[config.mk]
export PLATFORM = sky130hd
export DESIGN_NAME = mics_top
export DESIGN_NICKNAME = d
export VERILOG_FILES = /design/src/verilog/mics_pkg.sv /design/src/verilog/mics_top.sv
export SDC_FILE = /design/constraint.sdc
export NUM_CORES = 1
export LEC_CHECK = 0
export ABC_AREA = 1
export BUFFER_PORTS_ARGS = -buffer_cell sky130_fd_sc_hd__clkbuf_2
export CAP_MARGIN = 20
export CORE_MARGIN = 3
export CORE_UTILIZATION = 57
export CTS_BUF_LIST = sky130_fd_sc_hd__clkbuf_2
export CTS_CLUSTER_DIAMETER = 60
export CTS_CLUSTER_SIZE = 16
export DETAILED_ROUTE_END_ITERATION = 8
export GPL_ROUTABILITY_DRIVEN = 1
export GPL_TIMING_DRIVEN = 0
export MAX_ROUTING_LAYER = met4
export PLACE_DENSITY_LB_ADDON = 0.2
export SLEW_MARGIN = 0
export SYNTH_ARGS = -nofsm -noshare
export SYNTH_HDL_FRONTEND = slang
export SYNTH_SLANG_ARGS = --single-unit
[constraint.sdc]
create_clock -name sys_clk -period 4.3 [get_ports sys_clk]
set_input_delay 0 -clock sys_clk [delete_from_list [all_inputs] [get_ports sys_clk]]
set_output_delay 0 -clock sys_clk [all_outputs]
set_load 0.005 [all_outputs]
[src/verilog/mics_pkg.sv]
// constants for the metering interrupt status and calibration mode block
package mics_pkg;
    // register indices; the bus byte address is four times the index
    localparam logic [7:0] MICS_CAL_IDX = 8'h3D;
    localparam logic [7:0] MICS_ENL_IDX = 8'hD9;
    localparam logic [7:0] MICS_ENM_IDX = 8'hDA;
    localparam logic [7:0] MICS_ENH_IDX = 8'hDB;
    localparam logic [7:0] MICS_STL_IDX = 8'hDC;
    localparam logic [7:0] MICS_STM_IDX = 8'hDD;
    localparam logic [7:0] MICS_STH_IDX = 8'hDE;

    // calibration mode fields
    localparam int MICS_SEL_LSB = 4;
    localparam int MICS_VSHORT_BIT = 3;
    localparam int MICS_ISHORT_BIT = 2;
    localparam logic [1:0] MICS_SEL_FORCE_A = 2'h1;
    localparam logic [1:0] MICS_SEL_FORCE_B = 2'h2;
    localparam logic [7:0] MICS_CAL_WMASK = 8'h3C;

    // status fields
    localparam int MICS_SUMMARY_BIT = 7;
    localparam int MICS_RESET_BIT = 7;
    localparam logic [7:0] MICS_STL_MASK = 8'h3F;
    localparam logic [7:0] MICS_STM_MASK = 8'hFF;
    localparam logic [7:0] MICS_STH_MASK = 8'hBF;
    localparam logic [7:0] MICS_ENL_MASK = 8'h3F;
    localparam logic [7:0] MICS_ENH_MASK = 8'h3F;

    // reset values
    localparam logic [7:0] MICS_REG_RST = 8'h00;

    // axi responses
    localparam logic [1:0] MICS_RESP_OKAY = 2'h0;
    localparam logic [1:0] MICS_RESP_SLVERR = 2'h2;

    typedef enum logic [2:0] {
        MICS_R_CAL,
        MICS_R_ENL,
        MICS_R_ENM,
        MICS_R_ENH,
        MICS_R_STL,
        MICS_R_STM,
        MICS_R_STH,
        MICS_R_NONE
    } mics_reg_t;
endpackage : mics_pkg

[src/verilog/mics_top.sv]
// metering interrupt status flags, enables and calibration mode behind axi4-lite
// How it works
// [RQ1] software writes zero to calibration mode bits 7:6 and 1:0
// [RQ2] select field 01 forces input a, 10 input b, else tamper logic chooses
// [RQ3] voltage short bit one grounds the voltage channel input
// [RQ4] current short bit one grounds the current channel input
// [RQ5] summary bit set while any enabled flag is set, clears when none
// [RQ6] fault change flag set on fault change in configured direction
// [RQ7] reactive sign flag set on reactive sign change in configured direction
// [RQ8] active sign flag set on active sign change in configured direction
// [RQ9] apparent no-load flag set on apparent no-load or rms no-load entry
// [RQ10] reactive no-load flag set on reactive no-load detection
// [RQ11] active no-load flag set on active no-load detection
// [RQ12] pulse output two flag set on every pulse, enabled or not
// [RQ13] pulse output one flag set on every pulse, enabled or not
// [RQ14] overflow flags for apparent, reactive, active accumulators at bits 5,4,3
// [RQ15] half-full flags for apparent, reactive, active accumulators at bits 2,1,0
// [RQ16] reset done flag set at end of hardware or software reset
// [RQ17] waveform ready flag set when new waveform samples are loaded
// [RQ18] current peak flag set when current exceeds its peak level
// [RQ19] voltage peak flag set when voltage exceeds its peak level
// [RQ20] cycle end flag set when half line cycle accumulation completes
// [RQ21] zero cross timeout flag set when no crossing during timeout count
// [RQ22] zero cross flag set on each voltage zero crossing
// [RQ23] fault direction zero fires on fault entry, one on normal return
// [RQ24] sign direction zero fires on positive to negative, one on reverse
// [RQ25] each flag except reset done has an enable; enabled set flag raises pending request
// [RQ26] flags stay set until software writes zero; other bits unchanged
`timescale 1ns/1ps
`default_nettype none
module mics_top
    import mics_pkg::*;
#(
    parameter int ADDR_W = 12
) (
    // clock and reset
    input wire logic sys_clk,
    input wire logic reset_n,
    // axi4-lite write address
    input wire logic [ADDR_W-1:0] s_axi_awaddr,
    input wire logic [2:0] s_axi_awprot,
    input wire logic s_axi_awvalid,
    output logic s_axi_awready,
    // axi4-lite write data
    input wire logic [31:0] s_axi_wdata,
    input wire logic [3:0] s_axi_wstrb,
    input wire logic s_axi_wvalid,
    output logic s_axi_wready,
    // axi4-lite write response
    output logic [1:0] s_axi_bresp,
    output logic s_axi_bvalid,
    input wire logic s_axi_bready,
    // axi4-lite read address
    input wire logic [ADDR_W-1:0] s_axi_araddr,
    input wire logic [2:0] s_axi_arprot,
    input wire logic s_axi_arvalid,
    output logic s_axi_arready,
    // axi4-lite read data
    output logic [31:0] s_axi_rdata,
    output logic [1:0] s_axi_rresp,
    output logic s_axi_rvalid,
    input wire logic s_axi_rready,
    // accumulation mode direction bits
    input wire logic fault_dir,
    input wire logic reactive_sign_dir,
    input wire logic active_sign_dir,
    // metering state levels
    input wire logic fault_mode,
    input wire logic reactive_power_negative,
    input wire logic active_power_negative,
    // metering event pulses
    input wire logic apparent_noload_evt,
    input wire logic irms_noload_entry_evt,
    input wire logic reactive_noload_evt,
    input wire logic active_noload_evt,
    input wire logic pulse_out_two_evt,
    input wire logic pulse_out_one_evt,
    input wire logic apparent_overflow_evt,
    input wire logic reactive_overflow_evt,
    input wire logic active_overflow_evt,
    input wire logic apparent_halffull_evt,
    input wire logic reactive_halffull_evt,
    input wire logic active_halffull_evt,
    input wire logic soft_reset_done_evt,
    input wire logic waveform_load_evt,
    input wire logic current_peak_evt,
    input wire logic voltage_peak_evt,
    input wire logic cycle_end_evt,
    input wire logic zero_cross_timeout_evt,
    input wire logic zero_cross_evt,
    // tamper logic choice, one selects input b
    input wire logic tamper_select_b,
    // analog front end control
    output logic current_use_b,
    output logic voltage_ch_grounded,
    output logic current_ch_grounded,
    // pending request to the core
    output logic metering_irq_pending
);

    function automatic mics_reg_t mics_decode(input logic [ADDR_W-1:0] addr);
        mics_reg_t r;
        r = MICS_R_NONE;
        if (addr[1:0] == 2'h0 && addr[ADDR_W-1:10] == '0) begin
            unique case (addr[9:2])
                MICS_CAL_IDX: r = MICS_R_CAL;
                MICS_ENL_IDX: r = MICS_R_ENL;
                MICS_ENM_IDX: r = MICS_R_ENM;
                MICS_ENH_IDX: r = MICS_R_ENH;
                MICS_STL_IDX: r = MICS_R_STL;
                MICS_STM_IDX: r = MICS_R_STM;
                MICS_STH_IDX: r = MICS_R_STH;
                default: r = MICS_R_NONE;
            endcase
        end
        return r;
    endfunction : mics_decode

    // a written zero clears, a written one keeps; a same-cycle set always wins
    function automatic logic [7:0] mics_flag_next(input logic [7:0] cur, input logic wr,
            input logic [7:0] wdat, input logic [7:0] set, input logic [7:0] mask);
        logic [7:0] keep;
        keep = wr ? wdat : 8'hFF;
        return ((cur & keep) | set) & mask;
    endfunction : mics_flag_next

    logic [ADDR_W-1:0] aw_addr_reg;
    logic aw_held_reg;
    logic [7:0] w_data_reg;
    logic w_en_reg;
    logic w_held_reg;
    logic [7:0] cal_reg;
    logic [7:0] enl_reg;
    logic [7:0] enm_reg;
    logic [7:0] enh_reg;
    logic [7:0] stl_reg;
    logic [7:0] stm_reg;
    logic [7:0] sth_reg;
    logic [7:0] stl_next;
    logic [7:0] stm_next;
    logic [7:0] sth_next;
    logic fault_prev_reg;
    logic react_prev_reg;
    logic act_prev_reg;
    logic reset_done_reg;
    logic summary;
    logic wr_go;
    mics_reg_t wr_sel;
    logic [7:0] set_l;
    logic [7:0] set_m;
    logic [7:0] set_h;
    logic fault_evt;
    logic react_evt;
    logic act_evt;
    logic [7:0] st_low_view;

    // write channel acceptance, address and data in either order
    assign s_axi_awready = !aw_held_reg && !s_axi_bvalid;
    assign s_axi_wready = !w_held_reg && !s_axi_bvalid;
    assign wr_go = aw_held_reg && w_held_reg && !s_axi_bvalid;
    assign wr_sel = mics_decode(aw_addr_reg);

    always_ff @(posedge sys_clk or negedge reset_n) begin
        if (!reset_n) begin
            aw_held_reg <= 1'b0;
            aw_addr_reg <= '0;
        end else if (s_axi_awvalid && s_axi_awready) begin
            aw_held_reg <= 1'b1;
            aw_addr_reg <= s_axi_awaddr;
        end else if (wr_go) begin
            aw_held_reg <= 1'b0;
        end
    end

    always_ff @(posedge sys_clk or negedge reset_n) begin
        if (!reset_n) begin
            w_held_reg <= 1'b0;
            w_data_reg <= MICS_REG_RST;
            w_en_reg <= 1'b0;
        end else if (s_axi_wvalid && s_axi_wready) begin
            w_held_reg <= 1'b1;
            w_data_reg <= s_axi_wdata[7:0];
            w_en_reg <= s_axi_wstrb[0];
        end else if (wr_go) begin
            w_held_reg <= 1'b0;
        end
    end

    always_ff @(posedge sys_clk or negedge reset_n) begin
        if (!reset_n) begin
            s_axi_bvalid <= 1'b0;
            s_axi_bresp <= MICS_RESP_OKAY;
        end else if (wr_go) begin
            s_axi_bvalid <= 1'b1;
            s_axi_bresp <= (wr_sel == MICS_R_NONE) ? MICS_RESP_SLVERR : MICS_RESP_OKAY;
        end else if (s_axi_bready) begin
            s_axi_bvalid <= 1'b0;
        end
    end

    // writable configuration; reserved calibration bits are dropped
    always_ff @(posedge sys_clk or negedge reset_n) begin
        if (!reset_n) begin
            cal_reg <= MICS_REG_RST;
            enl_reg <= MICS_REG_RST;
            enm_reg <= MICS_REG_RST;
            enh_reg <= MICS_REG_RST;
        end else if (wr_go && w_en_reg) begin
            unique case (wr_sel)
                MICS_R_CAL: cal_reg <= w_data_reg & MICS_CAL_WMASK; // [RQ1]
                MICS_R_ENL: enl_reg <= w_data_reg & MICS_ENL_MASK; // [RQ25]
                MICS_R_ENM: enm_reg <= w_data_reg; // [RQ25]
                MICS_R_ENH: enh_reg <= w_data_reg & MICS_ENH_MASK; // [RQ25]
                default: ;
            endcase
        end
    end

    // front end steering
    always_comb begin
        unique case (cal_reg[MICS_SEL_LSB +: 2])
            MICS_SEL_FORCE_A: current_use_b = 1'b0; // [RQ2]
            MICS_SEL_FORCE_B: current_use_b = 1'b1; // [RQ2]
            default: current_use_b = tamper_select_b; // [RQ2]
        endcase
    end
    assign voltage_ch_grounded = cal_reg[MICS_VSHORT_BIT]; // [RQ3]
    assign current_ch_grounded = cal_reg[MICS_ISHORT_BIT]; // [RQ4]

    // previous levels for direction-qualified change detection
    always_ff @(posedge sys_clk or negedge reset_n) begin
        if (!reset_n) begin
            fault_prev_reg <= 1'b0;
            react_prev_reg <= 1'b0;
            act_prev_reg <= 1'b0;
        end else begin
            fault_prev_reg <= fault_mode;
            react_prev_reg <= reactive_power_negative;
            act_prev_reg <= active_power_negative;
        end
    end

    // entry edge when direction is zero, return edge when one
    assign fault_evt = fault_dir ? (fault_prev_reg && !fault_mode)
                                 : (!fault_prev_reg && fault_mode); // [RQ6] [RQ23]
    assign react_evt = reactive_sign_dir ? (react_prev_reg && !reactive_power_negative)
                                         : (!react_prev_reg && reactive_power_negative); // [RQ7]
    assign act_evt = active_sign_dir ? (act_prev_reg && !active_power_negative)
                                     : (!act_prev_reg && active_power_negative); // [RQ8] [RQ24]

    // first edge after reset release marks the end of a hardware reset
    always_ff @(posedge sys_clk or negedge reset_n) begin
        if (!reset_n) begin
            reset_done_reg <= 1'b0;
        end else begin
            reset_done_reg <= 1'b1;
        end
    end

    always_comb begin
        set_l = 8'h00;
        set_l[5] = fault_evt; // [RQ6]
        set_l[4] = react_evt; // [RQ7]
        set_l[3] = act_evt; // [RQ8]
        set_l[2] = apparent_noload_evt || irms_noload_entry_evt; // [RQ9]
        set_l[1] = reactive_noload_evt; // [RQ10]
        set_l[0] = active_noload_evt; // [RQ11]
        set_m = {pulse_out_two_evt, // [RQ12]
                 pulse_out_one_evt, // [RQ13]
                 apparent_overflow_evt, reactive_overflow_evt, active_overflow_evt, // [RQ14]
                 apparent_halffull_evt, reactive_halffull_evt, active_halffull_evt}; // [RQ15]
        set_h = 8'h00;
        set_h[MICS_RESET_BIT] = !reset_done_reg || soft_reset_done_evt; // [RQ16]
        set_h[5] = waveform_load_evt; // [RQ17]
        set_h[4] = current_peak_evt; // [RQ18]
        set_h[3] = voltage_peak_evt; // [RQ19]
        set_h[2] = cycle_end_evt; // [RQ20]
        set_h[1] = zero_cross_timeout_evt; // [RQ21]
        set_h[0] = zero_cross_evt; // [RQ22]
    end

    always_comb begin
        stl_next = mics_flag_next(stl_reg, wr_go && w_en_reg && wr_sel == MICS_R_STL,
                                  w_data_reg, set_l, MICS_STL_MASK); // [RQ26]
        stm_next = mics_flag_next(stm_reg, wr_go && w_en_reg && wr_sel == MICS_R_STM,
                                  w_data_reg, set_m, MICS_STM_MASK); // [RQ26]
        sth_next = mics_flag_next(sth_reg, wr_go && w_en_reg && wr_sel == MICS_R_STH,
                                  w_data_reg, set_h, MICS_STH_MASK); // [RQ26]
    end

    always_ff @(posedge sys_clk or negedge reset_n) begin
        if (!reset_n) begin
            stl_reg <= MICS_REG_RST;
            stm_reg <= MICS_REG_RST;
            sth_reg <= MICS_REG_RST;
        end else begin
            stl_reg <= stl_next;
            stm_reg <= stm_next;
            sth_reg <= sth_next;
        end
    end

    // reset flag has no enable bit, so it never feeds the summary
    assign summary = |(stl_reg & enl_reg) || |(stm_reg & enm_reg)
                     || |(sth_reg & enh_reg); // [RQ5] [RQ25]
    assign metering_irq_pending = summary; // [RQ25]
    always_comb begin
        st_low_view = stl_reg;
        st_low_view[MICS_SUMMARY_BIT] = summary; // [RQ5]
    end

    // read channel, one outstanding read, data registered
    assign s_axi_arready = !s_axi_rvalid;

    always_ff @(posedge sys_clk or negedge reset_n) begin
        if (!reset_n) begin
            s_axi_rvalid <= 1'b0;
            s_axi_rdata <= 32'h0000_0000;
            s_axi_rresp <= MICS_RESP_OKAY;
        end else if (s_axi_arvalid && s_axi_arready) begin
            s_axi_rvalid <= 1'b1;
            s_axi_rresp <= MICS_RESP_OKAY;
            unique case (mics_decode(s_axi_araddr))
                MICS_R_CAL: s_axi_rdata <= {24'h000000, cal_reg};
                MICS_R_ENL: s_axi_rdata <= {24'h000000, enl_reg};
                MICS_R_ENM: s_axi_rdata <= {24'h000000, enm_reg};
                MICS_R_ENH: s_axi_rdata <= {24'h000000, enh_reg};
                MICS_R_STL: s_axi_rdata <= {24'h000000, st_low_view};
                MICS_R_STM: s_axi_rdata <= {24'h000000, stm_reg};
                MICS_R_STH: s_axi_rdata <= {24'h000000, sth_reg};
                MICS_R_NONE: begin
                    s_axi_rdata <= 32'h0000_0000;
                    s_axi_rresp <= MICS_RESP_SLVERR;
                end
            endcase
        end else if (s_axi_rready) begin
            s_axi_rvalid <= 1'b0;
        end
    end

endmodule : mics_top
`default_nettype wire

==> reports/results.md, run 1 <==
| Stage | Metric | Value |
|---|---|---|
| worst setup path | Type of origin of the critical path | flip-flop |
| worst setup path | Worst EP required | 4.73 ns |
| placed design | Post-Place Worst Slack | 2.25 ns |
| min path | Cell depth of the worst hold path | 3 |
| global route | Leftover overflow at the end of global routing | 0 |
| worst setup path | Register-to-Register Setup Slack | 2.12 ns |
| routing | Number of nets with antenna violations after routing | 0 |
| timing | Final setup skew | 0.0460 ns |
| final layout | Post-Layout Cell Count | 894 |
| worst setup path | Critical path fanouts, max | 10 |
| outcome | Result of the run | complete, no violations |
| placed design | Instance area after placement | 0.00526 mm² |
| clocking | Number of buffers created by CTS | 9 |
| die | Overall die area | 0.00917 mm² |
| timing | Number of endpoints failing setup at the final stage | 0 |
| logic synthesis | Yosys reg bits | 84 |
| timing | Final-report hold violation count | 0 |
| min path | Type of the tightest min-delay check | in -> reg |
| worst setup path | Worst reg2reg startpoint | s_axi_bvalid |
| clocking | Clk slew on worst S/H paths | 0.25 ns |
| logic synthesis | Warnings, synthesis | 0 |
| worst setup path | Cell at the slowest stage of the critical path | sky130_fd_sc_hd__nor3_1 |
| flow run | Max capacitance violation total | 0 |
| worst setup path | Worst reg2reg path depth | 7 |
| die | Row Count | 32 |
| global route | Combined global-route utilization of all metal layers | 30.8% |
| clocking | Number of buffers inserted to repair setup after CTS | 0 |
| final layout | Number of flip-flops under the largest register name | 12 |
| worst setup path | Worst r2r dst | sth_reg[3] |
| placed design | Port buffer count | 84 |
| timing | Fmax achieved | 458 MHz |
| timing | Number of max-slew violations in the final report | 0 |
| placed design | Placed insts | 818 |
| min path | Worst Min Path Start | s_axi_wvalid |
| timing | Post-route fraction of the period consumed by the critical path | 50.7% |
| power | Leak | 3.29 nW |
| timing | Least-Margin Pin Slew | 0.595 ns |
| routing | Total length of routed wires | 12800 µm |
| logic synthesis | Combined area of all synthesized cells | 0.00459 mm² |
| clocking | Clock net sink count | 84 |
| power | Power share of the sequential group | 49.2% |
| die | Starting density of the core | 59.1% |
| placed design | Routability congestion estimate | 0.948 |
| power | PwrDens | 344 mW/mm² |
| worst setup path | Arrival time at the worst endpoint | 2.61 ns |
| global route | Antenna violations before repair | 0 |
| routing | Via count normalized by instance count | 5.09 |
| power | Clock network power share | 22.8% |
| logic synthesis | Register area share after synthesis | 45.8% |
| timing | Smallest setup slack after layout | 2.12 ns |
| routing | Detailed-route via count | 4552 |
| placed design | Detailed placement HPWL | 8750 µm |
| routing | DR iter-0 viols | 260 |
| clocking | Clock Path Buffers | 2 |
| power | Worst vdd ir | 0.000397 V |
| power | Combinational share of power | 28.0% |
| worst setup path | Crit path capture type | flip-flop |
| worst setup path | Critical Path Max Stage Delay | 0.54 ns |
| final layout | Share of post-route cells with drive strength above 1 | 21.3% |
| power | Power spent charging and discharging nets | 728 µW |
| final layout | Diodes inserted | 0 |
| power | Switching share of power | 35.2% |
| die | Die W | 95.8 µm |
| timing | Sum of negative setup slack | 0 ns |
| final layout | Area added between synthesis and finish | 30.9% |
| logic synthesis | Gate count of the mapped netlist | 606 |
| die | Top-level port count | 144 |
| clocking | Maximum level of the CTS H-tree | 3 |
| global route | Via count of the first global-routing pass | 4360 |
| global route | Wire length of the first global-routing pass | 20900 µm |
| routing | Count of unresolved DRC violations after routing | 0 |
| clocking | CTS tree | done |
| logic synthesis | Count of different cell masters after synthesis | 32 |
| logic synthesis | Avg Inst Size Synth | 7.58 µm² |
| routing | Iteration count of the initial detailed-routing pass | 5 |
| global route | Pin count of the biggest net entering global routing | 59 |
| die | Total core area | 0.00777 mm² |
| routing | Wire per inst | 14.3 µm |
| clocking | Worst-Skew Late Latency | 0.53 ns |
| worst setup path | Cell breakdown of the critical path | nor3_1 > nand2_1 > inv_1 > buf_1 > nand3_1 > nand2_1 > nand2_1 |
| timing | Setup repair after global routing missed its margin | false |
| worst setup path | Critical path start-end classification | reg -> reg |
| min path | Worst-case hold path end point | w_en_reg |
| final layout | Final layout net count | 887 |
| timing | Final critical path time including I/O delays and setup | 2.18 ns |
| die | Die outline height | 95.8 µm |
| clocking | Master cell of the clock root buffer | sky130_fd_sc_hd__clkbuf_2 |
| final layout | Final std cell area, no fill | 0.00601 mm² |
| timing | Worst slew slack as a fraction of its limit | 60.0% |
| worst setup path | Most Frequent Cell on Critical Path | sky130_fd_sc_hd__nand2_1 |
| final layout | Finished Core Util | 77.4% |
| power | Internal power consumption | 1.34 mW |
-- cells in the final DEF, fill, tap and decap left out, types with 2 or more instances in the layout --
| cell | synthesis | layout |
|---|---|---|
| sky130_fd_sc_hd__a221oi_1 | 3 | 3 |
| sky130_fd_sc_hd__clkbuf_1 | 3 | 3 |
| sky130_fd_sc_hd__o21ai_0 | 18 | 18 |
| sky130_fd_sc_hd__clkbuf_2 | 0 | 93 |
| sky130_fd_sc_hd__clkinvlp_4 | 0 | 2 |
| sky130_fd_sc_hd__a21oi_1 | 16 | 16 |
| sky130_fd_sc_hd__o21ai_1 | 19 | 19 |
| sky130_fd_sc_hd__a22o_1 | 2 | 2 |
| sky130_fd_sc_hd__nor2_1 | 85 | 85 |
| sky130_fd_sc_hd__nor2_4 | 6 | 6 |
| sky130_fd_sc_hd__nor3_1 | 3 | 3 |
| sky130_fd_sc_hd__nor2_2 | 4 | 4 |
| sky130_fd_sc_hd__nand4_1 | 14 | 14 |
| sky130_fd_sc_hd__dfrtp_1 | 84 | 84 |
| sky130_fd_sc_hd__nand2_1 | 150 | 150 |
| sky130_fd_sc_hd__inv_1 | 82 | 82 |
| sky130_fd_sc_hd__bufinv_16 | 0 | 2 |
| sky130_fd_sc_hd__inv_2 | 7 | 7 |
| sky130_fd_sc_hd__mux2_2 | 10 | 10 |
| sky130_fd_sc_hd__buf_4 | 26 | 26 |
| sky130_fd_sc_hd__nand3_1 | 50 | 50 |
| sky130_fd_sc_hd__buf_2 | 5 | 5 |
| sky130_fd_sc_hd__o2111ai_1 | 2 | 2 |
| sky130_fd_sc_hd__dlygate4sd3_1 | 0 | 59 |
| sky130_fd_sc_hd__nand3_2 | 2 | 2 |
| sky130_fd_sc_hd__nand2_2 | 3 | 3 |
| sky130_fd_sc_hd__o21bai_1 | 2 | 2 |
| sky130_fd_sc_hd__conb_1 | 2 | 27 |
-- stage by stage --
stage	power (mW)	hold WS, ns
floorplan	1.33	-0.296
global placement	1.50	0.137
CTS	2.04	0.0295
detailed placement	1.53	-0.0211
global route	2.18	0.0466
finish	2.07	0.0460
-- worst max-delay path: cells and delay by family (launching register included) --
family	cells	cell delay [ns]
flops	1	0.48
buf+inv	2	0.55
simple gates	5	1.06
-- synth_stat cells --
library cell	n	share of area, %
sky130_fd_sc_hd__a21oi_1	16	1.7
sky130_fd_sc_hd__a221oi_1	3	0.57
sky130_fd_sc_hd__a22o_1	2	0.38
sky130_fd_sc_hd__buf_1	1	0.082
sky130_fd_sc_hd__buf_2	5	0.54
sky130_fd_sc_hd__buf_4	26	4.3
sky130_fd_sc_hd__buf_6	1	0.25
sky130_fd_sc_hd__clkbuf_1	3	0.25
sky130_fd_sc_hd__conb_1	2	0.16
sky130_fd_sc_hd__dfrtp_1	84	46
sky130_fd_sc_hd__ha_1	1	0.27
sky130_fd_sc_hd__inv_1	82	6.7
sky130_fd_sc_hd__inv_2	7	0.57
sky130_fd_sc_hd__mux2_2	10	2.5
sky130_fd_sc_hd__nand2_1	150	12
sky130_fd_sc_hd__nand2_2	3	0.41
sky130_fd_sc_hd__nand2_4	1	0.25
sky130_fd_sc_hd__nand3_1	50	5.4
sky130_fd_sc_hd__nand3_2	2	0.44
sky130_fd_sc_hd__nand3_4	1	0.38
sky130_fd_sc_hd__nand4_1	14	1.9
sky130_fd_sc_hd__nand4_2	1	0.27
sky130_fd_sc_hd__nand4_4	1	0.46
sky130_fd_sc_hd__nor2_1	85	6.9
sky130_fd_sc_hd__nor2_2	4	0.54
sky130_fd_sc_hd__nor2_4	6	1.5
sky130_fd_sc_hd__nor3_1	3	0.33
sky130_fd_sc_hd__o2111ai_1	2	0.38
sky130_fd_sc_hd__o21ai_0	18	2.0
sky130_fd_sc_hd__o21ai_1	19	2.1
sky130_fd_sc_hd__o21bai_1	2	0.33
sky130_fd_sc_hd__o22ai_1	1	0.14
-- final cells by class --
cell class / count / area [µm²]
Fill cell: 536 / 1760
Timing Repair Buffer: 145 / 1060
Clock buffer: 10 / 50.0
Tap cell: 102 / 128
Buffer: 36 / 246
Clock inverter: 6 / 87.6
Multi-Input combinational cell: 422 / 2000
Inverter: 89 / 334
Sequential cell: 84 / 2100
-- power by group through the flow --
stage,registers (mW),logic (mW),clock network [mW]
after floorplan,0.996,0.338,0
after global placement,1.02,0.476,0
after detailed placement,1.03,0.498,0
after CTS,1.01,0.553,0.472
after global routing,1.03,0.648,0.504
final,1.02,0.578,0.471
-- metal layers --
metal  GRT usage (%)  share of wire (%)  vias up
met3            4.07                6.2       30
met4            9.24                2.3        0
met2            50.1                 48      193
met1            40.6                 44     2100
li1                -                  -     2229
met5               -                  0        -
-- worst max path at each step --
| stage | start | endpoint | slack [ns] |
|---|---|---|---|
| 2_1_floorplan | aw_addr_reg[7] | enm_reg[6] | 2.58 |
| 3_3_place_gp | s_axi_bvalid | sth_reg[2] | 2.34 |
| 3_5_place_dp | s_axi_bvalid | stl_reg[2] | 2.25 |
| 4_1_cts | aw_addr_reg[7] | stm_reg[3] | 2.19 |
| 5_1_grt | aw_addr_reg[7] | stm_reg[3] | 1.87 |
| 6_report | s_axi_bvalid | sth_reg[3] | 2.12 |
-- logic make-up (layout without fill, tap and decap cells) --
group | Yosys count | after routing | share of synthesized area, %
buf+inv | 125 | 286 | 12.6
mux | 10 | 10 | 2.45
flops | 84 | 84 | 45.8
other cells | 2 | 27 | 0.164
simple gates | 321 | 321 | 31.1
fa+ha+maj | 1 | 1 | 0.272
compound gates | 63 | 63 | 7.58
-- what timing repair did --
item / 4_1_cts / 5_1_grt
hold buffers: 60 / 0
resized for setup: 0 / 0
endpoints found under the hold margin: 138 / 0
(Power assumes the default switching activity.)
==> inputs of run 2 (changes only) <==
--- a/config.mk
+++ b/config.mk
@@ -5,11 +5,11 @@
 export SDC_FILE = /design/constraint.sdc
 export NUM_CORES = 1
 export LEC_CHECK = 0
-export ABC_AREA = 1
+export ABC_AREA = 0
 export BUFFER_PORTS_ARGS = -buffer_cell sky130_fd_sc_hd__clkbuf_2
 export CAP_MARGIN = 20
 export CORE_MARGIN = 3
-export CORE_UTILIZATION = 57
+export CORE_UTILIZATION = 52
 export CTS_BUF_LIST = sky130_fd_sc_hd__clkbuf_2
 export CTS_CLUSTER_DIAMETER = 60
 export CTS_CLUSTER_SIZE = 16
==> constraint.sdc (replaced) <==
create_clock -name sys_clk -period 2.12 [get_ports sys_clk]
set_input_delay 0 -clock sys_clk [delete_from_list [all_inputs] [get_ports sys_clk]]
set_output_delay 0 -clock sys_clk [all_outputs]
set_load 0.005 [all_outputs]
==> reports/results.md, run 2 <==
| Stage | Metric | Value | vs previous |
|---|---|---|---|
| global route | Leftover overflow at the end of global routing | 0 | unchanged |
| global route | Wire length of the first global-routing pass | 17400 µm | was 20900 µm |
| flow run | Max capacitance violation total | 0 | unchanged |
| timing | Least-Margin Pin Slew | 0.816 ns | was 0.595 ns |
| logic synthesis | Count of different cell masters after synthesis | 49 | was 32 |
| die | Total core area | 0.00781 mm² | was 0.00777 mm² |
| global route | Antenna violations before repair | 0 | unchanged |
| placed design | Post-Place Worst Slack | -0.458 ns | was 2.25 ns |
| logic synthesis | Simple-gate area share of the yosys netlist | 14.3% | was 31.1% |
| timing | Final-report hold violation count | 5 | was 0 |
| routing | Detailed-route via count | 3636 | was 4552 |
| outcome | Result of the run | finished with violations | was complete, no violations |
| logic synthesis | Number of enable flip-flop cells after synthesis | 0 | unchanged |
| clocking | Clock net sink count | 84 | unchanged |
| final layout | Share of post-route cells with drive strength above 1 | 35.2% | was 21.3% |
| logic synthesis | Register area share after synthesis | 49.6% | was 45.8% |
| clocking | Maximum level of the CTS H-tree | 3 | unchanged |
| routing | DR iter-0 viols | 242 | was 260 |
| die | Row Count | 32 | unchanged |
| power | Leak | 2.61 nW | was 3.29 nW |
| final layout | Final std cell area, no fill | 0.00579 mm² | was 0.00601 mm² |
| logic synthesis | Share of synthesized flip-flops with an asynchronous set or reset | 100% | unchanged |
| logic synthesis | Main combinational cell family by area after synthesis | compound AO/OA/AOI/OAI gates | was simple AND/OR/NAND/NOR gates |
| die | Top-level port count | 144 | unchanged |
| placed design | Port buffer count | 83 | was 84 |
| clocking | Number of buffers created by CTS | 9 | unchanged |
| clocking | Master cell of the clock root buffer | sky130_fd_sc_hd__clkbuf_2 | unchanged |
| clocking | Clk slew on worst S/H paths | 0.23 ns | was 0.25 ns |
| final layout | Filler cells | 576 | was 536 |
| worst setup path | Arrival time at the worst endpoint | 2.69 ns | was 2.61 ns |
| power | Worst vdd ir | 0.000559 V | was 0.000397 V |
| die | Die W | 96.3 µm | was 95.8 µm |
| routing | Via count normalized by instance count | 5.44 | was 5.09 |
| timing | Final setup skew | 0.0181 ns | was 0.0460 ns |
| logic synthesis | Gate count of the mapped netlist | 373 | was 606 |
| final layout | Final layout net count | 661 | was 887 |
| min path | Type of the tightest min-delay check | in -> reg | unchanged |
| clocking | CTS tree | done | unchanged |
| logic synthesis | Synth top area share | 49.6% | was 45.8% |
| timing | Final critical path time including I/O delays and setup | 2.25 ns | was 2.18 ns |
| placed design | Placed insts | 584 | was 818 |
| timing | Fmax achieved | 445 MHz | was 458 MHz |
| global route | Via count of the first global-routing pass | 3609 | was 4360 |
| timing | Worst slew slack as a fraction of its limit | 45.5% | was 60.0% |
| worst setup path | Worst reg2reg path depth | 5 | was 7 |
| logic synthesis | Largest area contributor in the synthesized netlist | sky130_fd_sc_hd__dfrtp_1 | unchanged |
| timing | Setup repair after global routing missed its margin | true | was false |
| routing | Wire per inst | 16.7 µm | was 14.3 µm |
| routing | Count of unresolved DRC violations after routing | 0 | unchanged |
| placed design | Routability congestion estimate | 0.907 | was 0.948 |
| global route | Pin count of the biggest net entering global routing | 47 | was 59 |
| clocking | Worst-Skew Late Latency | 0.53 ns | about the same |
| timing | Hold slack | -0.0299 ns | was 0.0460 ns |
| outcome | Violated checks | negative hold slack, negative setup slack |  |
| worst setup path | Critical path start-end classification | reg -> reg | unchanged |
| final layout | Leading cell type in the layout, fill and taps excluded | sky130_fd_sc_hd__clkbuf_2 | was sky130_fd_sc_hd__nand2_1 |
| worst setup path | Type of origin of the critical path | flip-flop | unchanged |
| final layout | Post-Layout Cell Count | 668 | was 894 |
| logic synthesis | Leading post-synthesis cells by cell area | sky130_fd_sc_hd__dfrtp_1, sky130_fd_sc_hd__mux2_2, sky130_fd_sc_hd__buf_4 | was sky130_fd_sc_hd__dfrtp_1, sky130_fd_sc_hd__nand2_1, sky130_fd_sc_hd__nor2_1 |
| placed design | Instance area after placement | 0.00491 mm² | was 0.00526 mm² |
| logic synthesis | Adder and majority gate portion of the synthesized area | 0.295% | was 0.272% |
| logic synthesis | Most common cell in the synthesized netlist | sky130_fd_sc_hd__dfrtp_1 | was sky130_fd_sc_hd__nand2_1 |
| routing | Number of nets with antenna violations after routing | 0 | unchanged |
| logic synthesis | XOR/XNOR Fraction of Synth Area | 0% | unchanged |
| logic synthesis | Yosys reg bits | 84 | unchanged |
| timing | Number of max-slew violations in the final report | 0 | unchanged |
| final layout | Commonest cells after routing, fill and taps aside | sky130_fd_sc_hd__clkbuf_2, sky130_fd_sc_hd__dfrtp_1, sky130_fd_sc_hd__dlygate4sd3_1 | was sky130_fd_sc_hd__nand2_1, sky130_fd_sc_hd__clkbuf_2, sky130_fd_sc_hd__nor2_1 |
| die | Overall die area | 0.00927 mm² | was 0.00917 mm² |
| die | Starting density of the core | 54.3% | was 59.1% |
| logic synthesis | Portion of netlist area occupied by mux cells | 14.4% | was 2.45% |
| worst setup path | Setup crit end | sth_reg[7] | was sth_reg[3] |
| placed design | Detailed placement HPWL | 7480 µm | was 8750 µm |
| global route | Combined global-route utilization of all metal layers | 25.3% | was 30.8% |
| worst setup path | Worst reg2reg startpoint | aw_addr_reg[1] | was s_axi_bvalid |
| routing | Total length of routed wires | 11100 µm | was 12800 µm |
| logic synthesis | Avg Inst Size Synth | 11.4 µm² | was 7.58 µm² |
| worst setup path | Worst r2r dst | sth_reg[7] | was sth_reg[3] |
| clocking | Clock Path Buffers | 2 | unchanged |
| logic synthesis | Most frequent cells after synthesis | sky130_fd_sc_hd__dfrtp_1, sky130_fd_sc_hd__mux2_2, sky130_fd_sc_hd__nand2_1, sky130_fd_sc_hd__buf_4, sky130_fd_sc_hd__nor2b_1 | was sky130_fd_sc_hd__nand2_1, sky130_fd_sc_hd__nor2_1, sky130_fd_sc_hd__dfrtp_1, sky130_fd_sc_hd__inv_1, sky130_fd_sc_hd__nand3_1 |
| timing | Smallest setup slack after layout | -0.128 ns | was 2.12 ns |
| final layout | Number of flip-flops under the largest register name | 12 | unchanged |
| final layout | Diodes inserted | 0 | unchanged |
| worst setup path | Critical path fanouts, max | 5 | was 10 |
| timing | Number of endpoints failing setup at the final stage | 40 | was 0 |
| worst setup path | Worst EP required | 2.56 ns | was 4.73 ns |
| logic synthesis | Combined area of all synthesized cells | 0.00424 mm² | was 0.00459 mm² |
| logic synthesis | Fraction of the mapped netlist area in compound gates | 14.9% | was 7.57% |
| worst setup path | Register-to-Register Setup Slack | -0.13 ns | was 2.12 ns |
| routing | Iteration count of the initial detailed-routing pass | 5 | unchanged |
| power | PwrDens | 751 mW/mm² | was 344 mW/mm² |
| timing | Post-route fraction of the period consumed by the critical path | 106% | was 50.7% |
| die | Die outline height | 96.3 µm | was 95.8 µm |
| worst setup path | Crit path capture type | flip-flop | unchanged |
| worst setup path | Critical path startpoint | aw_addr_reg[1] | was s_axi_bvalid |
| timing | Sum of negative setup slack | -2.48 ns | was 0 ns |
| logic synthesis | Warnings, synthesis | 0 | unchanged |
| final layout | Area added between synthesis and finish | 36.6% | was 30.9% |
| logic synthesis | Main flop type after synthesis | sky130_fd_sc_hd__dfrtp_1 | unchanged |
==> run 2: cell types whose count changed in the layout (fill, tap and decap cells not counted), sizes merged, moves of 16 or more <==
cell / delta
mux2: +37
nand3: -45
inv: -84
a21o: +16
nor2b: +18
nor2: -84
o21ai: -24
nand2: -127
==> run 2: power by group <==
part	total [mW]	internal [mW]	switching [mW]
Combinational	1.20	0.625	0.576
Sequential	2.18	1.88	0.300
Clock	0.969	0.397	0.571
==> run 2: area by class of cell <==
cell class | count | area (µm²) | area share (%)
flip-flops and latches | 84 | 2100 | 36.3
multi-input cells | 270 | 2030 | 35.1
repair buffers | 154 | 1130 | 19.6
plain buffers | 37 | 236 | 4.08
well taps | 102 | 128 | 2.20
clock inverters | 6 | 87.6 | 1.51
clock buffers | 10 | 50.0 | 0.864
inverters | 5 | 18.8 | 0.324
==> run 2: critical path, stage by stage (launching register included) <==
cell and delay (ns):
sky130_fd_sc_hd__dfrtp_1 0.43, sky130_fd_sc_hd__or4_4 0.55, sky130_fd_sc_hd__or3_4 0.42, sky130_fd_sc_hd__nor4b_4 0.36, sky130_fd_sc_hd__nand3b_1 0.14, sky130_fd_sc_hd__a211o_1 0.29
==> run 2: logic make-up (layout without fill, tap and decap cells) <==
family	Yosys count	after routing
fa+ha+maj	1	1
mux	55	55
buf+inv	44	212
simple gates	101	101
other cells	2	27
compound gates	86	86
flops	84	84
==> run 2: routing by layer <==
layer | vias up | track usage [%] | wire length [µm]
met3 | 14 | 3.28 | 614
met1 | 1791 | 31.3 | 4630
li1 | 1701 | - | -
met4 | 0 | 7.83 | 109
met2 | 130 | 43.4 | 5780
met5 | - | - | 0
==> run 2: worst min-delay path by stage <==
stage / startpoint / endpoint / slack [ns] / cells past startpoint
2_1_floorplan: reset_n / act_prev_reg / -0.30 / 0
3_3_place_gp: reactive_power_negative / react_prev_reg / 0.13 / 1
3_5_place_dp: reset_n / s_axi_rvalid / 0.05 / 1
4_1_cts: reset_n / cal_reg[5] / 0.004 / 2
5_1_grt: s_axi_araddr[0] / s_axi_rdata[6] / 0.02 / 4
6_report: s_axi_araddr[10] / s_axi_rdata[6] / -0.03 / 4
==> run 2: repair_timing <==
item                                    4_1_cts  5_1_grt
pin swaps                                    15        6
hold buffers                                 60        0
resized for setup                            15        7
endpoints found under the setup margin       45       47
endpoints found under the hold margin       139        0
buffers inserted                             10        1
==> run 2: metrics by stage <==
step	total power, mW	util, %
3_3_place_gp	3.19	62.5
6_report	4.35	74.2
2_1_floorplan	2.84	-
3_5_place_dp	3.25	62.9
5_1_grt	4.59	74.2
4_1_cts	4.30	73.9
==> inputs of run 3 (changes only) <==
--- a/config.mk
+++ b/config.mk
@@ -8,14 +8,12 @@
 export ABC_AREA = 0
 export BUFFER_PORTS_ARGS = -buffer_cell sky130_fd_sc_hd__clkbuf_2
 export CAP_MARGIN = 20
-export CORE_MARGIN = 3
+export CORE_MARGIN = 5
 export CORE_UTILIZATION = 52
 export CTS_BUF_LIST = sky130_fd_sc_hd__clkbuf_2
 export CTS_CLUSTER_DIAMETER = 60
-export CTS_CLUSTER_SIZE = 16
 export DETAILED_ROUTE_END_ITERATION = 8
 export GPL_ROUTABILITY_DRIVEN = 1
-export GPL_TIMING_DRIVEN = 0
 export MAX_ROUTING_LAYER = met4
 export PLACE_DENSITY_LB_ADDON = 0.2
 export SLEW_MARGIN = 0
==> reports/results.md, run 3 (synthesized netlist as in run 2, its figures left out) <==
| Stage | Metric | Value | vs previous |
|---|---|---|---|
| outcome | Result of the run | finished with violations | unchanged |
| outcome | Violated checks | negative setup slack | was negative hold slack, negative setup slack |
| die | Total core area | 0.00809 mm² | was 0.00781 mm² |
| timing | Worst slew slack as a fraction of its limit | 64.9% | was 45.5% |
| clocking | Clock Path Buffers | 2 | unchanged |
| clocking | Clock net sink count | 84 | unchanged |
| die | Top-level port count | 144 | unchanged |
| timing | Fmax achieved | 441 MHz | was 445 MHz |
| final layout | Final layout net count | 638 | was 661 |
| timing | Number of endpoints failing setup at the final stage | 37 | was 40 |
| final layout | Area added between synthesis and finish | 33.4% | was 36.6% |
| timing | Final setup skew | 0.0268 ns | was 0.0181 ns |
| final layout | Commonest cells after routing, fill and taps aside | sky130_fd_sc_hd__clkbuf_2, sky130_fd_sc_hd__dfrtp_1, sky130_fd_sc_hd__dlygate4sd3_1 | unchanged |
| timing | Number of max-slew violations in the final report | 0 | unchanged |
| die | Starting density of the core | 52.4% | was 54.3% |
| global route | Fraction of met1 tracks used by global routing | 27.1% | was 31.3% |
| power | Leak | 2.51 nW | was 2.61 nW |
| worst setup path | Worst EP required | 2.54 ns | was 2.56 ns |
| power | Power share of the sequential group | 51.3% | was 50.1% |
| timing | Post-route fraction of the period consumed by the critical path | 107% | was 106% |
| global route | Via count of the first global-routing pass | 3555 | was 3609 |
| timing | Least-Margin Pin Slew | 0.527 ns | was 0.816 ns |
| power | Worst vdd ir | 0.000773 V | was 0.000559 V |
| placed design | Post-Place Worst Slack | -0.217 ns | was -0.458 ns |
| final layout | Number of flip-flops under the largest register name | 12 | unchanged |
| timing | Smallest setup slack after layout | -0.147 ns | was -0.128 ns |
| final layout | Leading cell type in the layout, fill and taps excluded | sky130_fd_sc_hd__clkbuf_2 | unchanged |
| timing | Final-report hold violation count | 0 | was 5 |
| global route | Combined global-route utilization of all metal layers | 22.8% | was 25.3% |
| timing | Sum of negative setup slack | -2.99 ns | was -2.48 ns |
| timing | Hold slack | 0.0673 ns | was -0.0299 ns |
| global route | Antenna violations before repair | 0 | unchanged |
| min path | Type of the tightest min-delay check | in -> reg | unchanged |
| routing | Total length of routed wires | 10800 µm | was 11100 µm |
| clocking | Number of buffers created by CTS | 9 | unchanged |
| clocking | Worst-Skew Late Latency | 0.53 ns | about the same |
| placed design | Port buffer count | 84 | was 83 |
| power | Clock network power share | 21.6% | was 22.3% |
| global route | Met3 track demand over resource in global routing | 4.93% | was 3.28% |
| worst setup path | Critical path start-end classification | reg -> reg | unchanged |
| global route | Fraction of met2 tracks used by global routing | 39.2% | was 43.4% |
| power | Power spent charging and discharging nets | 1.41 mW | was 1.45 mW |
| clocking | Maximum level of the CTS H-tree | 3 | unchanged |
| worst setup path | Critical path fanouts, max | 5 | unchanged |
| die | Row Count | 33 | was 32 |
| power | PwrDens | 762 mW/mm² | was 751 mW/mm² |
| power | Total design power | 4.31 mW | was 4.35 mW |
| final layout | Share of post-route cells with drive strength above 1 | 34.1% | was 35.2% |
| worst setup path | Type of origin of the critical path | flip-flop | unchanged |
| routing | Detailed-route via count | 3490 | was 3636 |
| die | Overall die area | 0.0101 mm² | was 0.00927 mm² |
| routing | Wire per inst | 16.6 µm | was 16.7 µm |
| flow run | Max capacitance violation total | 0 | unchanged |
| routing | Count of unresolved DRC violations after routing | 0 | unchanged |
| die | Die outline height | 100 µm | was 96.3 µm |
| worst setup path | Arrival time at the worst endpoint | 2.69 ns | about the same |
| clocking | Clk slew on worst S/H paths | 0.24 ns | was 0.23 ns |
| final layout | Finished Core Util | 69.9% | was 74.2% |
| final layout | Diodes inserted | 0 | unchanged |
| global route | Leftover overflow at the end of global routing | 0 | unchanged |
| global route | Most heavily used metal layer in global routing | met2 | unchanged |
| global route | Pin count of the biggest net entering global routing | 46 | was 47 |
| routing | Via count normalized by instance count | 5.39 | was 5.44 |
| power | Switching share of power | 32.8% | was 33.3% |
| worst setup path | Crit path capture type | flip-flop | unchanged |
| routing | Number of nets with antenna violations after routing | 0 | unchanged |
| placed design | Detailed placement HPWL | 7340 µm | was 7480 µm |
| timing | Setup repair after global routing missed its margin | true | unchanged |
| routing | DR iter-0 viols | 197 | was 242 |
| global route | Wire length of the first global-routing pass | 17300 µm | was 17400 µm |
| clocking | CTS tree | done | unchanged |
| timing | Final critical path time including I/O delays and setup | 2.27 ns | was 2.25 ns |
| power | Internal power consumption | 2.90 mW | about the same |
| placed design | Routability congestion estimate | 0.854 | was 0.907 |
| routing | Iteration count of the initial detailed-routing pass | 5 | unchanged |
| power | Combinational share of power | 27.1% | was 27.6% |
| die | Die W | 100 µm | was 96.3 µm |
| clocking | Master cell of the clock root buffer | sky130_fd_sc_hd__clkbuf_2 | unchanged |
==> run 3: cell types whose count changed in the layout (fill, tap and decap cells not counted), sizes merged <==
cell         change
dlygate4sd3      +3
buf             -15
inv              -1
clkbuf          -11
==> run 3: final cells by class <==
class	instances	area, µm²
fill	630	2430
sequential	84	2100
tap	105	131
inverter	5	18.8
multi-input combinational	270	2030
timing repair buffer	168	1250
clock buffer	10	50.0
clock inverter	5	77.6
==> run 3: critical path, stage by stage, from the launching register on <==
cell and delay [ns]:
sky130_fd_sc_hd__dfrtp_1 0.43, sky130_fd_sc_hd__or4_4 0.54, sky130_fd_sc_hd__or3_4 0.40, sky130_fd_sc_hd__nor4_4 0.27, sky130_fd_sc_hd__buf_4 0.17, sky130_fd_sc_hd__nand2_1 0.05
sky130_fd_sc_hd__a221o_1 0.31
==> run 3: metal layers <==
| layer | vias to the layer above | routed length (µm) | part of all wire, % |
|---|---|---|---|
| met5 | - | 0 | 0 |
| met4 | 0 | 110 | 1.0 |
| met3 | 11 | 683 | 6.3 |
| met2 | 112 | 5580 | 52 |
| met1 | 1711 | 4390 | 41 |
| li1 | 1656 | - | - |
==> run 3: path summary, 6_finish.rpt <==
check	slack, ns	depth (start not counted)	startpoint	endpoint
setup / recovery	-0.15	6	aw_addr_reg[1]	stl_reg[5]
hold / removal	0.07	5	s_axi_araddr[0]	s_axi_rdata[6]
setup reg to reg	-0.15	6	aw_addr_reg[1]	stl_reg[5]
hold reg to reg	0.52	1	s_axi_rdata[0]	s_axi_rdata[0]
max in group asynchronous	1.34	4	reset_n	stm_reg[3]
min in group asynchronous	0.52	4	reset_n	s_axi_rvalid
==> run 3: power groups by stage <==
stage	Sequential, mW	Combinational, mW	Clock [mW]
6_report	2.21	1.17	0.931
3_5_place_dp	2.23	1.02	0
3_3_place_gp	2.21	0.997	0
2_1_floorplan	2.11	0.736	0
5_1_grt	2.26	1.29	1.02
4_1_cts	2.20	1.14	0.946
==> run 3: stage by stage <==
step / instance area, µm² / instances
floorplan: 4330 / 398
global placement: 4790 / 567
detailed placement: 4790 / 567
CTS: 5610 / 647
global route: 5660 / 647
finish: 5660 / 647
==> run 3: what timing repair did <==
action / 4_1_cts / 5_1_grt
hold buffers: 63 / 0
hold endpoints to repair: 140 / 0
pin swaps: 8 / 4
resized for setup: 9 / 13
buffers inserted: 2 / 0
endpoints found under the setup margin: 41 / 45
